===== config.mk =====
export PLATFORM = sky130hd
export DESIGN_NAME = asq_scan_readout
export DESIGN_NICKNAME = d
export VERILOG_FILES = /design/src/hdl/asq_pkg.sv /design/src/hdl/asq_scan_readout.sv
export SDC_FILE = /design/constraint.sdc
export NUM_CORES = 1
export LEC_CHECK = 0
export BUFFER_PORTS_ARGS = -buffer_cell sky130_fd_sc_hd__buf_2
export CAP_MARGIN = 20
export CORE_AREA = 2 2 157 159
export CTS_CLUSTER_DIAMETER = 40
export DETAILED_ROUTE_END_ITERATION = 16
export DIE_AREA = 0 0 159 161
export PLACE_DENSITY = 0.76
export SKIP_LAST_GASP = 1
export SLEW_MARGIN = 25
export SYNTH_ARGS = -nofsm -noshare
export SYNTH_HDL_FRONTEND = slang
export SYNTH_SLANG_ARGS = --single-unit

===== constraint.sdc =====
create_clock -name clk -period 10.3 [get_ports clk]
set_input_delay 1.545 -clock clk [delete_from_list [all_inputs] [get_ports clk]]
set_output_delay 1.545 -clock clk [all_outputs]
set_load 0.05 [all_outputs]

===== src/hdl/asq_pkg.sv =====
// shared constants and types for the scan sequencer and readout block
package asq_pkg;
	// AXI4-Lite register byte offsets
	localparam logic [7:0] CFG_OFFSET     = 8'h00;
	localparam logic [7:0] STATUS_OFFSET  = 8'h04;
	localparam logic [7:0] ADC_DATA_OFFSET= 8'h08;
	localparam logic [7:0] CONV_OFFSET    = 8'h0C;
	// configuration field positions
	localparam int CFG_CLK_POS   = 0;
	localparam int CFG_REF_PIN_FUNCTION_BIT_POS  = 1;
	localparam int CFG_SCAN_LSB  = 2;
	localparam int CFG_CS_LSB    = 4;
	// power-on configuration: single conversion (scan 11), ch0, internal clock, pin analog
	localparam logic [7:0] CFG_RESET     = 8'h0C;
	// variant
	localparam int NUM_CH        = 12;
	localparam int MEM_DEPTH     = 12;
	localparam int RES_BITS      = 12;
	localparam logic [3:0] UPPER_START = 4'h6;
	localparam logic [3:0] UPPER_START_SMALL = 4'h2;
	localparam logic [3:0] CH_MAX    = 4'hB;
	localparam logic [3:0] CH_MAX_REF= 4'hA;
	localparam logic [3:0] REPEAT_CNT= 4'h8;
	// timing
	localparam int CLK_MHZ       = 100;
	localparam int STRETCH_NS    = 8300;
	localparam int STRETCH_CYC   = (STRETCH_NS * CLK_MHZ) / 1000;
	localparam int CONV_NS       = 6000;
	localparam int CONV_CYC      = (CONV_NS * CLK_MHZ + 999) / 1000;
	localparam int TRACK_EDGES   = 2;
	localparam int LEAD_HIGH     = 4;
	localparam logic [1:0] SCAN_UP    = 2'b00;
	localparam logic [1:0] SCAN_REPEAT= 2'b01;
	localparam logic [1:0] SCAN_UPPER = 2'b10;
	localparam logic [1:0] SCAN_SINGLE= 2'b11;
	localparam logic [1:0] RESP_OKAY  = 2'b00;
	localparam logic [1:0] RESP_SLVERR= 2'b10;
	typedef enum {ST_IDLE, ST_ADDR, ST_TRACK, ST_CONV, ST_SEND, ST_ACK, ST_WAITNACK} asq_state_t;
endpackage : asq_pkg


===== src/hdl/asq_scan_readout.sv =====
// conversion sequencer, result memory and two-byte readout for a serial ADC
// What this block does
// - results read back first in, first out
// - reference pin skipped in multichannel scans
// - read pointer wraps to first result
// - internal mode reads only current results
// - clock select one uses bus clock
// - external: track on ninth edge, convert two later
// - external: four high bits, convert until nack
// - mode 00 scans up from channel 0
// - mode 01 converts selected channel eight times
// - mode 10 scans up from fixed start
// - mode 11 converts selected channel once
// - external: modes 01 and 11 repeat until nack
// - result sent as two bytes, four leading highs
// - missing acknowledge ends memory transmission
// - no memory read without a conversion
// - power-on config: single conversion channel 0
// - analog shut down between conversions when idle
// - external: idle only after stop, nack, restart
// - internal: power down once results stored
// - internal: results kept until stop or restart
// - internal: hold bus clock low while converting
// - clock select resets to internal mode
// - release data line on not-acknowledge
`timescale 1ns/1ns
module asq_scan_readout
	import asq_pkg::*;
(
	// system
	input  wire logic                 clk,
	input  wire logic                 reset,
	// AXI4-Lite slave
	input  wire logic [7:0]           s_axi_awaddr,
	input  wire logic                 s_axi_awvalid,
	output logic                      s_axi_awready,
	input  wire logic [31:0]          s_axi_wdata,
	input  wire logic [3:0]           s_axi_wstrb,
	input  wire logic                 s_axi_wvalid,
	output logic                      s_axi_wready,
	output logic [1:0]                s_axi_bresp,
	output logic                      s_axi_bvalid,
	input  wire logic                 s_axi_bready,
	input  wire logic [7:0]           s_axi_araddr,
	input  wire logic                 s_axi_arvalid,
	output logic                      s_axi_arready,
	output logic [31:0]               s_axi_rdata,
	output logic [1:0]                s_axi_rresp,
	output logic                      s_axi_rvalid,
	input  wire logic                 s_axi_rready,
	// serial link, after address decode by the link front end
	input  wire logic                 sclIn,
	input  wire logic                 sdaIn,
	input  wire logic                 addrMatch,
	input  wire logic                 busStop,
	input  wire logic                 busRestart,
	output logic                      sclOe_n,
	output logic                      sdaOe_n,
	// analog core
	output logic [3:0]                adcChannel,
	output logic                      adcTrack,
	output logic                      adcStart,
	output logic                      analogOn,
	input  wire logic [RES_BITS-1:0]  adcResult
);
	import asq_pkg::*;

	// synchronisers for pins from outside the clock domain
	logic [1:0] sclSync_ff, sdaSync_ff, matchSync_ff, stopSync_ff, rstrtSync_ff;
	logic       sclPrev_ff;
	always_ff @(posedge clk) begin
		if (reset) begin
			sclSync_ff   <= 2'h3;
			sdaSync_ff   <= 2'h3;
			matchSync_ff <= 2'h0;
			stopSync_ff  <= 2'h0;
			rstrtSync_ff <= 2'h0;
			sclPrev_ff   <= 1'b1;
		end else begin
			sclSync_ff   <= {sclSync_ff[0], sclIn};
			sdaSync_ff   <= {sdaSync_ff[0], sdaIn};
			matchSync_ff <= {matchSync_ff[0], addrMatch};
			stopSync_ff  <= {stopSync_ff[0], busStop};
			rstrtSync_ff <= {rstrtSync_ff[0], busRestart};
			sclPrev_ff   <= sclSync_ff[1];
		end
	end
	logic sclRise, sclFall, sda, matched, endTxn;
	assign sclRise = sclSync_ff[1] & ~sclPrev_ff;
	assign sclFall = ~sclSync_ff[1] & sclPrev_ff;
	assign sda     = sdaSync_ff[1];
	assign matched = matchSync_ff[1];
	assign endTxn  = stopSync_ff[1] | rstrtSync_ff[1];

	// configuration register
	logic [7:0] cfg_ff;
	logic       extClk, refPin;
	logic [1:0] scanMode;
	logic [3:0] chSel;
	assign extClk   = cfg_ff[CFG_CLK_POS];
	assign refPin   = cfg_ff[CFG_REF_PIN_FUNCTION_BIT_POS];
	assign scanMode = cfg_ff[CFG_SCAN_LSB +: 2];
	assign chSel    = cfg_ff[CFG_CS_LSB +: 4];

	// scan limits
	logic [3:0] topCh, firstCh, lastCh;
	always_comb begin
		topCh = (chSel > CH_MAX) ? CH_MAX : chSel;
		if (refPin && topCh > CH_MAX_REF)
			topCh = CH_MAX_REF;
		case (scanMode)
			SCAN_UP: begin
				firstCh = 4'h0;
				lastCh  = topCh;
			end
			SCAN_UPPER: begin
				firstCh = (NUM_CH == 4) ? UPPER_START_SMALL : UPPER_START;
				lastCh  = (topCh < firstCh) ? firstCh : topCh;
			end
			default: begin
				firstCh = topCh;
				lastCh  = topCh;
			end
		endcase
	end

	// result memory
	logic [RES_BITS-1:0] mem_ff [MEM_DEPTH];
	logic [3:0]          wrPtr_ff, rdPtr_ff, count_ff, curCh_ff, done_ff;
	logic                memWr;
	genvar gi;
	generate
		for (gi = 0; gi < MEM_DEPTH; gi++) begin : g_mem
			always_ff @(posedge clk) begin
				if (memWr && wrPtr_ff == 4'(gi))
					mem_ff[gi] <= adcResult;
			end
		end
	endgenerate

	// sequencer and readout
	asq_state_t state_ff;
	logic [3:0]  bitCnt_ff;
	logic [2:0]  edgeCnt_ff;
	logic [15:0] shift_ff;
	logic        byteSel_ff;
	logic [15:0] convCnt_ff;
	logic        sclHold_ff, sdaDrive_ff, track_ff, start_ff, anaOn_ff;
	logic [15:0] word;
	logic [15:0] extWord;
	logic        seqEnd;
	assign word    = {4'hF, mem_ff[rdPtr_ff]};
	assign extWord = (bitCnt_ff == 4'(LEAD_HIGH) && !byteSel_ff) ? {adcResult, 4'hF}
	                                                              : shift_ff;
	assign seqEnd  = (scanMode == SCAN_REPEAT) ? (done_ff == REPEAT_CNT - 4'h1)
	                                          : (curCh_ff == lastCh);
	assign memWr   = (state_ff == ST_CONV) && !extClk && convCnt_ff == 16'(CONV_CYC - 1);

	always_ff @(posedge clk) begin
		if (reset) begin
			state_ff    <= ST_IDLE;
			wrPtr_ff    <= 4'h0;
			rdPtr_ff    <= 4'h0;
			count_ff    <= 4'h0;
			curCh_ff    <= 4'h0;
			done_ff     <= 4'h0;
			bitCnt_ff   <= 4'h0;
			edgeCnt_ff  <= 3'h0;
			shift_ff    <= 16'hFFFF;
			byteSel_ff  <= 1'b0;
			convCnt_ff  <= 16'h0;
			sclHold_ff  <= 1'b0;
			sdaDrive_ff <= 1'b0;
			track_ff    <= 1'b0;
			start_ff    <= 1'b0;
			anaOn_ff    <= 1'b0;
		end else begin
			start_ff <= 1'b0;
			case (state_ff)
				ST_IDLE: begin
					anaOn_ff    <= 1'b0;
					sdaDrive_ff <= 1'b0;
					if (matched) begin
						state_ff   <= ST_ADDR;
						edgeCnt_ff <= 3'h0;
					end
				end
				ST_ADDR: begin
					if (endTxn)
						state_ff <= ST_IDLE;
					else if (extClk && sclRise) begin
						// ninth rising edge of the address byte starts tracking
						state_ff   <= ST_TRACK;
						anaOn_ff   <= 1'b1;
						track_ff   <= 1'b1;
						curCh_ff   <= firstCh;
						done_ff    <= 4'h0;
						edgeCnt_ff <= 3'h0;
						shift_ff   <= 16'hFFFF;
						bitCnt_ff  <= 4'h0;
						byteSel_ff <= 1'b0;
					end else if (!extClk && sclFall) begin
						state_ff   <= ST_CONV;
						sclHold_ff <= 1'b1;
						anaOn_ff   <= 1'b1;
						start_ff   <= 1'b1;
						curCh_ff   <= firstCh;
						done_ff    <= 4'h0;
						wrPtr_ff   <= 4'h0;
						count_ff   <= 4'h0;
						convCnt_ff <= 16'h0;
					end
				end
				ST_TRACK: begin
					// external mode: leading highs stream while this sample converts, then its result bits
					if (endTxn)
						state_ff <= ST_IDLE;
					else if (sclFall) begin
						sdaDrive_ff <= (bitCnt_ff == 4'h8) ? 1'b0 : ~extWord[15];
						shift_ff    <= {extWord[14:0], 1'b1};
						bitCnt_ff   <= bitCnt_ff + 4'h1;
						if (bitCnt_ff == 4'h8)
							state_ff <= ST_ACK;
					end
					if (sclRise && edgeCnt_ff != 3'(TRACK_EDGES)) begin
						edgeCnt_ff <= edgeCnt_ff + 3'h1;
						if (edgeCnt_ff == 3'(TRACK_EDGES - 1)) begin
							track_ff <= 1'b0;
							start_ff <= 1'b1;
						end
					end
				end
				ST_CONV: begin
					convCnt_ff <= convCnt_ff + 16'h1;
					if (memWr) begin
						wrPtr_ff   <= wrPtr_ff + 4'h1;
						count_ff   <= count_ff + 4'h1;
						done_ff    <= done_ff + 4'h1;
						convCnt_ff <= 16'h0;
						if (seqEnd) begin
							state_ff   <= ST_SEND;
							sclHold_ff <= 1'b0;
							anaOn_ff   <= 1'b0;
							rdPtr_ff   <= 4'h0;
							byteSel_ff <= 1'b0;
							bitCnt_ff  <= 4'h1;
						end else begin
							start_ff <= 1'b1;
							if (scanMode != SCAN_REPEAT)
								curCh_ff <= curCh_ff + 4'h1; // limit via lastCh
						end
					end
				end
				ST_SEND: begin
					if (endTxn)
						state_ff <= ST_IDLE;
					else if (sclFall) begin
						sdaDrive_ff <= (bitCnt_ff == 4'h8) ? 1'b0 : ~word[4'hF - {byteSel_ff, bitCnt_ff[2:0]}];
						bitCnt_ff   <= bitCnt_ff + 4'h1;
						if (bitCnt_ff == 4'h8)
							state_ff <= ST_ACK;
					end
				end
				ST_ACK: begin
					if (endTxn)
						state_ff <= ST_IDLE;
					else if (sclRise && bitCnt_ff == 4'h9) begin
						if (sda) begin
							state_ff    <= ST_WAITNACK;
							sdaDrive_ff <= 1'b0;
							anaOn_ff    <= 1'b0;
						end else
							bitCnt_ff <= 4'hA;
					end else if (sclFall && bitCnt_ff == 4'hA) begin
						// bit must stand before the master raises the clock again
						byteSel_ff  <= ~byteSel_ff;
						bitCnt_ff   <= 4'h1;
						sdaDrive_ff <= byteSel_ff ? 1'b0 : ~(extClk ? extWord[15] : word[7]);
						state_ff    <= extClk ? ST_TRACK : ST_SEND;
						if (!byteSel_ff)
							shift_ff <= {extWord[14:0], 1'b1};
						else if (extClk) begin
							shift_ff   <= 16'hFFFF;
							edgeCnt_ff <= 3'h0;
							track_ff   <= 1'b1;
							if (scanMode == SCAN_UP || scanMode == SCAN_UPPER)
								curCh_ff <= (curCh_ff == lastCh) ? firstCh
								           : curCh_ff + 4'h1;
						end else
							rdPtr_ff <= (rdPtr_ff + 4'h1 == count_ff) ? 4'h0
							           : rdPtr_ff + 4'h1;
					end
				end
				ST_WAITNACK: begin
					sdaDrive_ff <= 1'b0;
					if (endTxn)
						state_ff <= ST_IDLE;
				end
				default: state_ff <= ST_IDLE;
			endcase
		end
	end

	// pins and analog control outputs
	always_ff @(posedge clk) begin
		if (reset) begin
			sclOe_n    <= 1'b1;
			sdaOe_n    <= 1'b1;
			adcChannel <= 4'h0;
			adcTrack   <= 1'b0;
			adcStart   <= 1'b0;
			analogOn   <= 1'b0;
		end else begin
			sclOe_n    <= ~sclHold_ff;
			sdaOe_n    <= ~sdaDrive_ff;
			adcChannel <= curCh_ff;
			adcTrack   <= track_ff;
			adcStart   <= start_ff;
			analogOn   <= anaOn_ff;
		end
	end

	// AXI4-Lite write path: address and data taken in either order
	logic        awHave_ff, wHave_ff;
	logic [7:0]  awAddr_ff;
	logic [31:0] wData_ff;
	logic [3:0]  wStrb_ff;
	always_ff @(posedge clk) begin
		if (reset) begin
			awHave_ff     <= 1'b0;
			wHave_ff      <= 1'b0;
			awAddr_ff     <= 8'h0;
			wData_ff      <= 32'h0;
			wStrb_ff      <= 4'h0;
			s_axi_awready <= 1'b1;
			s_axi_wready  <= 1'b1;
			s_axi_bvalid  <= 1'b0;
			s_axi_bresp   <= RESP_OKAY;
			cfg_ff        <= CFG_RESET;
		end else begin
			if (s_axi_awvalid && s_axi_awready) begin
				awHave_ff     <= 1'b1;
				awAddr_ff     <= s_axi_awaddr;
				s_axi_awready <= 1'b0;
			end
			if (s_axi_wvalid && s_axi_wready) begin
				wHave_ff     <= 1'b1;
				wData_ff     <= s_axi_wdata;
				wStrb_ff     <= s_axi_wstrb;
				s_axi_wready <= 1'b0;
			end
			if (awHave_ff && wHave_ff && !s_axi_bvalid) begin
				s_axi_bvalid <= 1'b1;
				s_axi_bresp  <= (awAddr_ff[7:2] == CFG_OFFSET[7:2]) ? RESP_OKAY : RESP_SLVERR;
				// config change takes effect only while idle to keep a scan coherent
				if (awAddr_ff[7:2] == CFG_OFFSET[7:2] && wStrb_ff[0] && state_ff == ST_IDLE)
					cfg_ff <= wData_ff[7:0];
			end
			if (s_axi_bvalid && s_axi_bready) begin
				s_axi_bvalid  <= 1'b0;
				awHave_ff     <= 1'b0;
				wHave_ff      <= 1'b0;
				s_axi_awready <= 1'b1;
				s_axi_wready  <= 1'b1;
			end
		end
	end

	// AXI4-Lite read path
	always_ff @(posedge clk) begin
		if (reset) begin
			s_axi_arready <= 1'b1;
			s_axi_rvalid  <= 1'b0;
			s_axi_rdata   <= 32'h0;
			s_axi_rresp   <= RESP_OKAY;
		end else if (s_axi_arvalid && s_axi_arready) begin
			s_axi_arready <= 1'b0;
			s_axi_rvalid  <= 1'b1;
			s_axi_rresp   <= RESP_OKAY;
			case (s_axi_araddr[7:2])
				CFG_OFFSET[7:2]:    s_axi_rdata <= {24'h0, cfg_ff};
				STATUS_OFFSET[7:2]: s_axi_rdata <= {16'h0, 4'(state_ff), count_ff, curCh_ff,
				                                    rdPtr_ff};
				default: begin
					s_axi_rdata <= 32'h0;
					s_axi_rresp <= RESP_SLVERR;
				end
			endcase
		end else if (s_axi_rvalid && s_axi_rready) begin
			s_axi_rvalid  <= 1'b0;
			s_axi_arready <= 1'b1;
		end
	end
endmodule : asq_scan_readout


Word level (Yosys, flattened, before mapping)
Memory sizes are Yosys's and may differ from the RTL's. A register that Yosys moved wholly into a read port is not among the register bits.
Cells that the tools add are included.

storage, ports and cells
  bits in registers = 185
  bits in writable memories = 144
  input bits = 76
  output and inout port bits = 50
  logic and storage cells = 424
  memories kept = 1

operators by class
  add/subtract/negate cells = 9
  $lt $le $gt $ge = 4
  eq/ne operators = 69
  mux-type cells = 209
  bitwise operators = 11
  reductions and logical operators = 79

memories
  name    words  width  read ports  clocked after Yosys merged registers in  write ports  RTL line                 source
  mem_ff  12     12     1           1                                        1            asq_scan_readout.sv:128  logic [RES_BITS-1:0] mem_ff [MEM_DEPTH];

operators with widths
  operator                                               number
  2-to-1 mux 32 bit                                      14
  2-to-1 mux 16 bit                                      14
  2-to-1 mux 4 bit                                       56
  one-hot mux 32 bit (6 select lines)                    1
  2-to-1 mux 12 bit                                      11
  OR reduction 12 bit                                    11
  equality test 32 x 3 -> 1 bit (second input constant)  4
  2-to-1 mux 1 bit                                       83
  equality test 32 x 2 -> 1 bit (second input constant)  2
  zero test 32 bit                                       2
  one-hot mux 16 bit (2 select lines)                    2
  inequality test 2 bit (second input constant)          26
  one-hot mux 16 bit (3 select lines)                    1
  one-hot mux 4 bit (2 select lines)                     5
  equality test 32 x 1 -> 1 bit (second input constant)  1
  AND reduction 8 bit                                    4
  logical AND 1 bit                                      30
  2-to-1 mux 3 bit                                       10
  AND reduction 10 bit                                   3
  equality test 4 bit (second input constant)            7
  adder 4 x 1 -> 4 bit (second input constant)           6
  equality test 4 x 3 -> 1 bit (second input constant)   6
  AND reduction 9 bit                                    2
  adder 16 x 1 -> 16 bit (second input constant)         1
  43 further kinds                                       79

Longest topological paths before layout
  depth after elaboration = 18
  mapped depth = 10
  depth with buffers taken out = 9

Least setup slack after synthesis
OpenSTA, ideal clock, no wires.

  kind = register to register
  start point = register convCnt_ff[5]
  end point = memory mem_ff[0][0], enable pin
  library setup time = 0.396 ns
  arrival time = 2.944 ns
  required time = 9.904 ns
  slack = 6.960 ns
  cell stages (with the launch flop) = 6
  path buffers = 0
  clock period less this slack = 3.340 ns
  cells stage by stage = dfxtp_1 or4b_4 or4b_4 nor4_2 nand2_1 nor3_1

between the ends
  word-level cells in the longest chain between the ends = 17
  elaborated cells on any way between the ends = 71
  those cells by class = eq/ne: 1; mux: 46; reduce/logical: 24

ends and longest elaborated chain
  item                                                                           RTL line                 source
  from (decl)                                                                    asq_scan_readout.sv:147  logic [15:0] convCnt_ff;
  from (signal assigned)                                                         asq_scan_readout.sv:234  convCnt_ff <= convCnt_ff + 16'h1;
  equality test 16 x 10 -> 1 bit (*)                                             asq_scan_readout.sv:157  assign memWr = (state_ff == ST_CONV) && !extClk && convCnt_ff == 16'(CONV_CYC - 1);
  logical AND 1 bit (*)                                                          asq_scan_readout.sv:157
  logical AND 1 bit                                                              asq_scan_readout.sv:135  if (memWr && wrPtr_ff == 4'(gi))
  2-to-1 mux 1 bit                                                               asq_scan_readout.sv:135
  2-to-1 mux 1 bit (implied by the code)                                         asq_scan_readout.sv:136  mem_ff[gi] <= adcResult;
  OR reduction 12 bit (no line)                                                  n/a
  2-to-1 mux 4 bit (no line) or 2-to-1 mux 1 bit (tied branches) (11 in series)  n/a
  to (decl)                                                                      asq_scan_readout.sv:128

Every way passes the cells marked *; elsewhere a longest branch is shown, timed or not.

Final worst setup path
  start point = register convCnt_ff[8]
  end point = memory mem_ff[7][9], enable pin

The elaborated chain is that of the path after synthesis.

==> results.md <==
- Antenna violations before repair: 0
- Vias in the first global route: slightly above 8k
- CTS tree: yes
- Final WS setup: a little under 7 ns
- 1st-pass router iterations: 5
- Slew margin rel.: 33.3%
- # rows: 57
- CTS resizes: 0
- CTS root buffer: clkbuf_16
- Synth warn: 0
- DRT iter0 DRCs: roughly 840
- Clock latency on the worst-skew pair: about 0.52 ns
- Post-Synthesis Cells: 1037
- Avg Vias per Cell: ~5.8
- Syn Area/Cell: 11.7 µm²
- Syn Std Cell Area: 12100 µm²
- Skew final: around 0.017 ns
- Post-synth top flop: edfxtp_1
- Non-Filler Instances: 1466
- Filler instances: approximately 1.9k
- Kind of critical path: reg -> reg
- Hold buffer count at CTS: 0
- Setup violators final: 0
- Grt ovf: 0
- RSZ-0062 raised after global routing: no
- Die Y: 161 µm
- CP max-delay cell: nor2_2
- DRC Markers: 0
- Post-synth EDFFs: 144
- R2R cell count: 6
- Synth Area in Adders: under 10%
- Post-CTS Setup Bufs: 0
- CP Max Fanout: 12
- Synth Area in Compound Gates: 11.4%
- Mux share of post-synthesis cell area: 8.90%
- Hold Vio Cnt, Final: 0
- Worst R2R Start: convCnt_ff[8]$_SDFFE_PP0P_
- Setup crit start kind: register
- Synth Area in XOR/XNOR: 1.74%
- Final Power: between 2 and 3 mW
- Via Count: 8438
- Final period util: 33.0%
- Period minus WS final: 3.40 ns
- Critical Path Sink Type: register
- Slew @ Worst Pin: 1.00 ns
- IO Pins: ~130
- Core ar.: ~24000 µm²
- CP required: 10.44 ns
- Die width: 159 µm
- Largest net degree at the start of global routing: 102
- Hold wc startpoint: sclHold_ff$_SDFFE_PP0P_
- Area Growth Syn to Fin: 16.2%
- Tot GR Track Use: between 20% and 30%
- Clock buffer depth: 3
- Hold Path Class: reg -> reg
- Largest family of logic cells by synthesized area: simple AND/OR/NAND/NOR gates
- Critical Path Most Common Cell: or4b_4
- CTS buffer count: 38
- Pre-CTS setup slack: around 6.6 ns
- GPL Wtd Cong: 0.865
- Worst hold path endpoint: sclOe_n$_SDFF_PP1_
- Die area: 25600 µm²
- Synth Register Bits: 278
- Routed wire length: roughly 27000 µm
- F_max: 294 MHz
- Worst EP arrival: 3.54 ns
- First-pass GRT wire length: between 40000 and 50000 µm
- Max Slew Vio Count: 0
- Setup_tns: 0 ns
- Area share of and/or/nand/nor cells after synthesis: between 10% and 20%
- Layout cells sized above 1: between 10% and 20%
- Hold depth: 1
- R2R setup slack: ~6.9 ns
- Sequential fraction of the synthesis area: between 50% and 60%
- CP delay by family, top: simple AND/OR/NAND/NOR gates
- Worst R2R End: mem_ff[7][9]$_DFFE_PP_
- Cell Chain, Critical Path: or4b_4, or4b_4, nor4_2, buf_4, nand2_1, nor2_2
- Worst vdd ir: 104 µV
- Clock edge transition at the registers on the reported setup and hold paths: 0.06 ns
- Detail Placement HPWL: 16900 µm
- Initial core utilization: around half
- CP bufs+invs: 1
- Sink Count: 278
- Nets@finish: about 1.2k
- Levels on crit path: 6
- P_leak: 5.06 nW
- Inserted Diodes: 0
- Maxcap violations: 0
- Asr flop ratio synth: 0%
- Number of H-tree levels: 2
- IO buf count: 75
- Status: completed
- Routed WL per cell: 18.1 µm
- Post-DRT Antenna Nets: 0
- Placed Cells: 1396
- Pwr/cell area: 204 nW/µm²
- Yosys cell types: 82
- Largest stage delay, worst path: 0.66 ns
cell families after synthesis:
group | Yosys count
other | 1
muxes | 64
adders and majority gates | 17
xor gates and xnor gates | 24
DFF | 278
and+or+nand+nor | 356
buffers and inverters | 92
AOI/OAI and AO/OA | 205
worst reg2reg max path, cell delays in order, from the launching register on:
cell and delay, ns:
dfxtp_1 0.37, or4b_4 0.51, or4b_4 0.57, nor4_2 0.49
buf_4 0.26, nand2_1 0.16, nor2_2 0.66
cells in the mapped netlist (all sizes together) (15+ instances only):
| cell | number | area share (%) |
|---|---|---|
| edfxtp | 144 | 36 |
| nor2b | 25 | 1.3 |
| clkbuf | 45 | 1.4 |
| ha | 16 | 1.7 |
| dfxtp | 134 | 22 |
| nor3 | 21 | 0.87 |
| o21ai | 42 | 1.8 |
| mux2i | 22 | 1.8 |
| nand2 | 100 | 3.1 |
| inv | 19 | 0.59 |
| xor2 | 15 | 1.1 |
| a21oi | 55 | 2.3 |
| buf | 28 | 1.6 |
| nor2 | 108 | 3.4 |
| mux4 | 34 | 6.3 |
| a22oi | 20 | 1.2 |
| nand3 | 22 | 0.91 |
layout make-up:
type | count | area, µm² | share of cell area [%]
timing repair buffer | 90 | 490 | 3.49
sequential | 278 | 7010 | 49.9
tap | 324 | 405 | 2.89
clock buffer | 45 | 1050 | 7.48
clock inverter | 25 | 251 | 1.79
multi-input combinational | 685 | 4760 | 33.9
inverter | 19 | 71.3 | 0.508
worst max-delay path by stage:
stage / from / to
2_1_floorplan: convCnt_ff[5]$_SDFFE_PP0P_ / mem_ff[0][0]$_DFFE_PP_
3_3_place_gp: reset / curCh_ff[2]$_SDFFE_PP0P_
3_5_place_dp: reset / convCnt_ff[6]$_SDFFE_PP0P_
4_1_cts: convCnt_ff[5]$_SDFFE_PP0P_ / mem_ff[7][9]$_DFFE_PP_
5_1_grt: convCnt_ff[8]$_SDFFE_PP0P_ / mem_ff[7][11]$_DFFE_PP_
6_report: convCnt_ff[8]$_SDFFE_PP0P_ / mem_ff[7][9]$_DFFE_PP_
per-stage QoR:
stage                     utilization (%)  cell area (µm²)  hold WS [ns]
after floorplan                         -            12200         0.355
after global placement               53.0            12700         0.367
after detailed placement             53.2            12700         0.376
after CTS                            58.6            14000         0.390
after global routing                 58.6            14000         0.412
final                                58.6            14000         0.393
state kept, by name, indices dropped and copies added (netlist names), 6 cells and up, named ones only:
register,cells
mem_ff,144
convCnt_ff,16
s_axi_rdata,15
shift_ff,11
cfg_ff,8
wData_ff,8
awAddr_ff,6
per-layer routing:
layer  up-vias  wire [µm]  GRT usage (%)
met2       314      12900           34.5
met4         0        582           7.19
met3        45       1710           3.29
met5         -          0              0
li1       3957          -              -
met1      4122      11400           27.9
cell usage in the layout, fill, tap and decap left out, drive strengths merged, types with 5 or more instances in the layout:
| cell | instances |
|---|---|
| a211o | 10 |
| a211oi | 10 |
| a21o | 6 |
| a21oi | 55 |
| a22oi | 20 |
| a31oi | 14 |
| and2 | 7 |
| buf | 90 |
| clkbuf | 45 |
| clkinv | 8 |
| conb | 19 |
| dfxtp | 134 |
| edfxtp | 144 |
| ha | 16 |
| inv | 30 |
| mux2 | 8 |
| mux2i | 22 |
| mux4 | 34 |
| nand2 | 100 |
| nand2b | 9 |
| nand3 | 22 |
| nand4 | 10 |
| nor2 | 108 |
| nor2b | 25 |
| nor3 | 21 |
| nor3b | 7 |
| nor4 | 6 |
| o211ai | 6 |
| o21ai | 42 |
| or2 | 7 |
| or4b | 5 |
| xnor2 | 9 |
| xor2 | 15 |
report_power, final:
part           switching [mW]  internal (mW)  leakage (nW)  total (mW)
Clock                   0.511          0.800         0.631        1.31
Combinational           0.214          0.103          2.05       0.317
Sequential             0.0279           1.20          2.38        1.23
Total                   0.753           2.11          5.06        2.86
No activity file was read; power rests on OpenSTA's default activity.
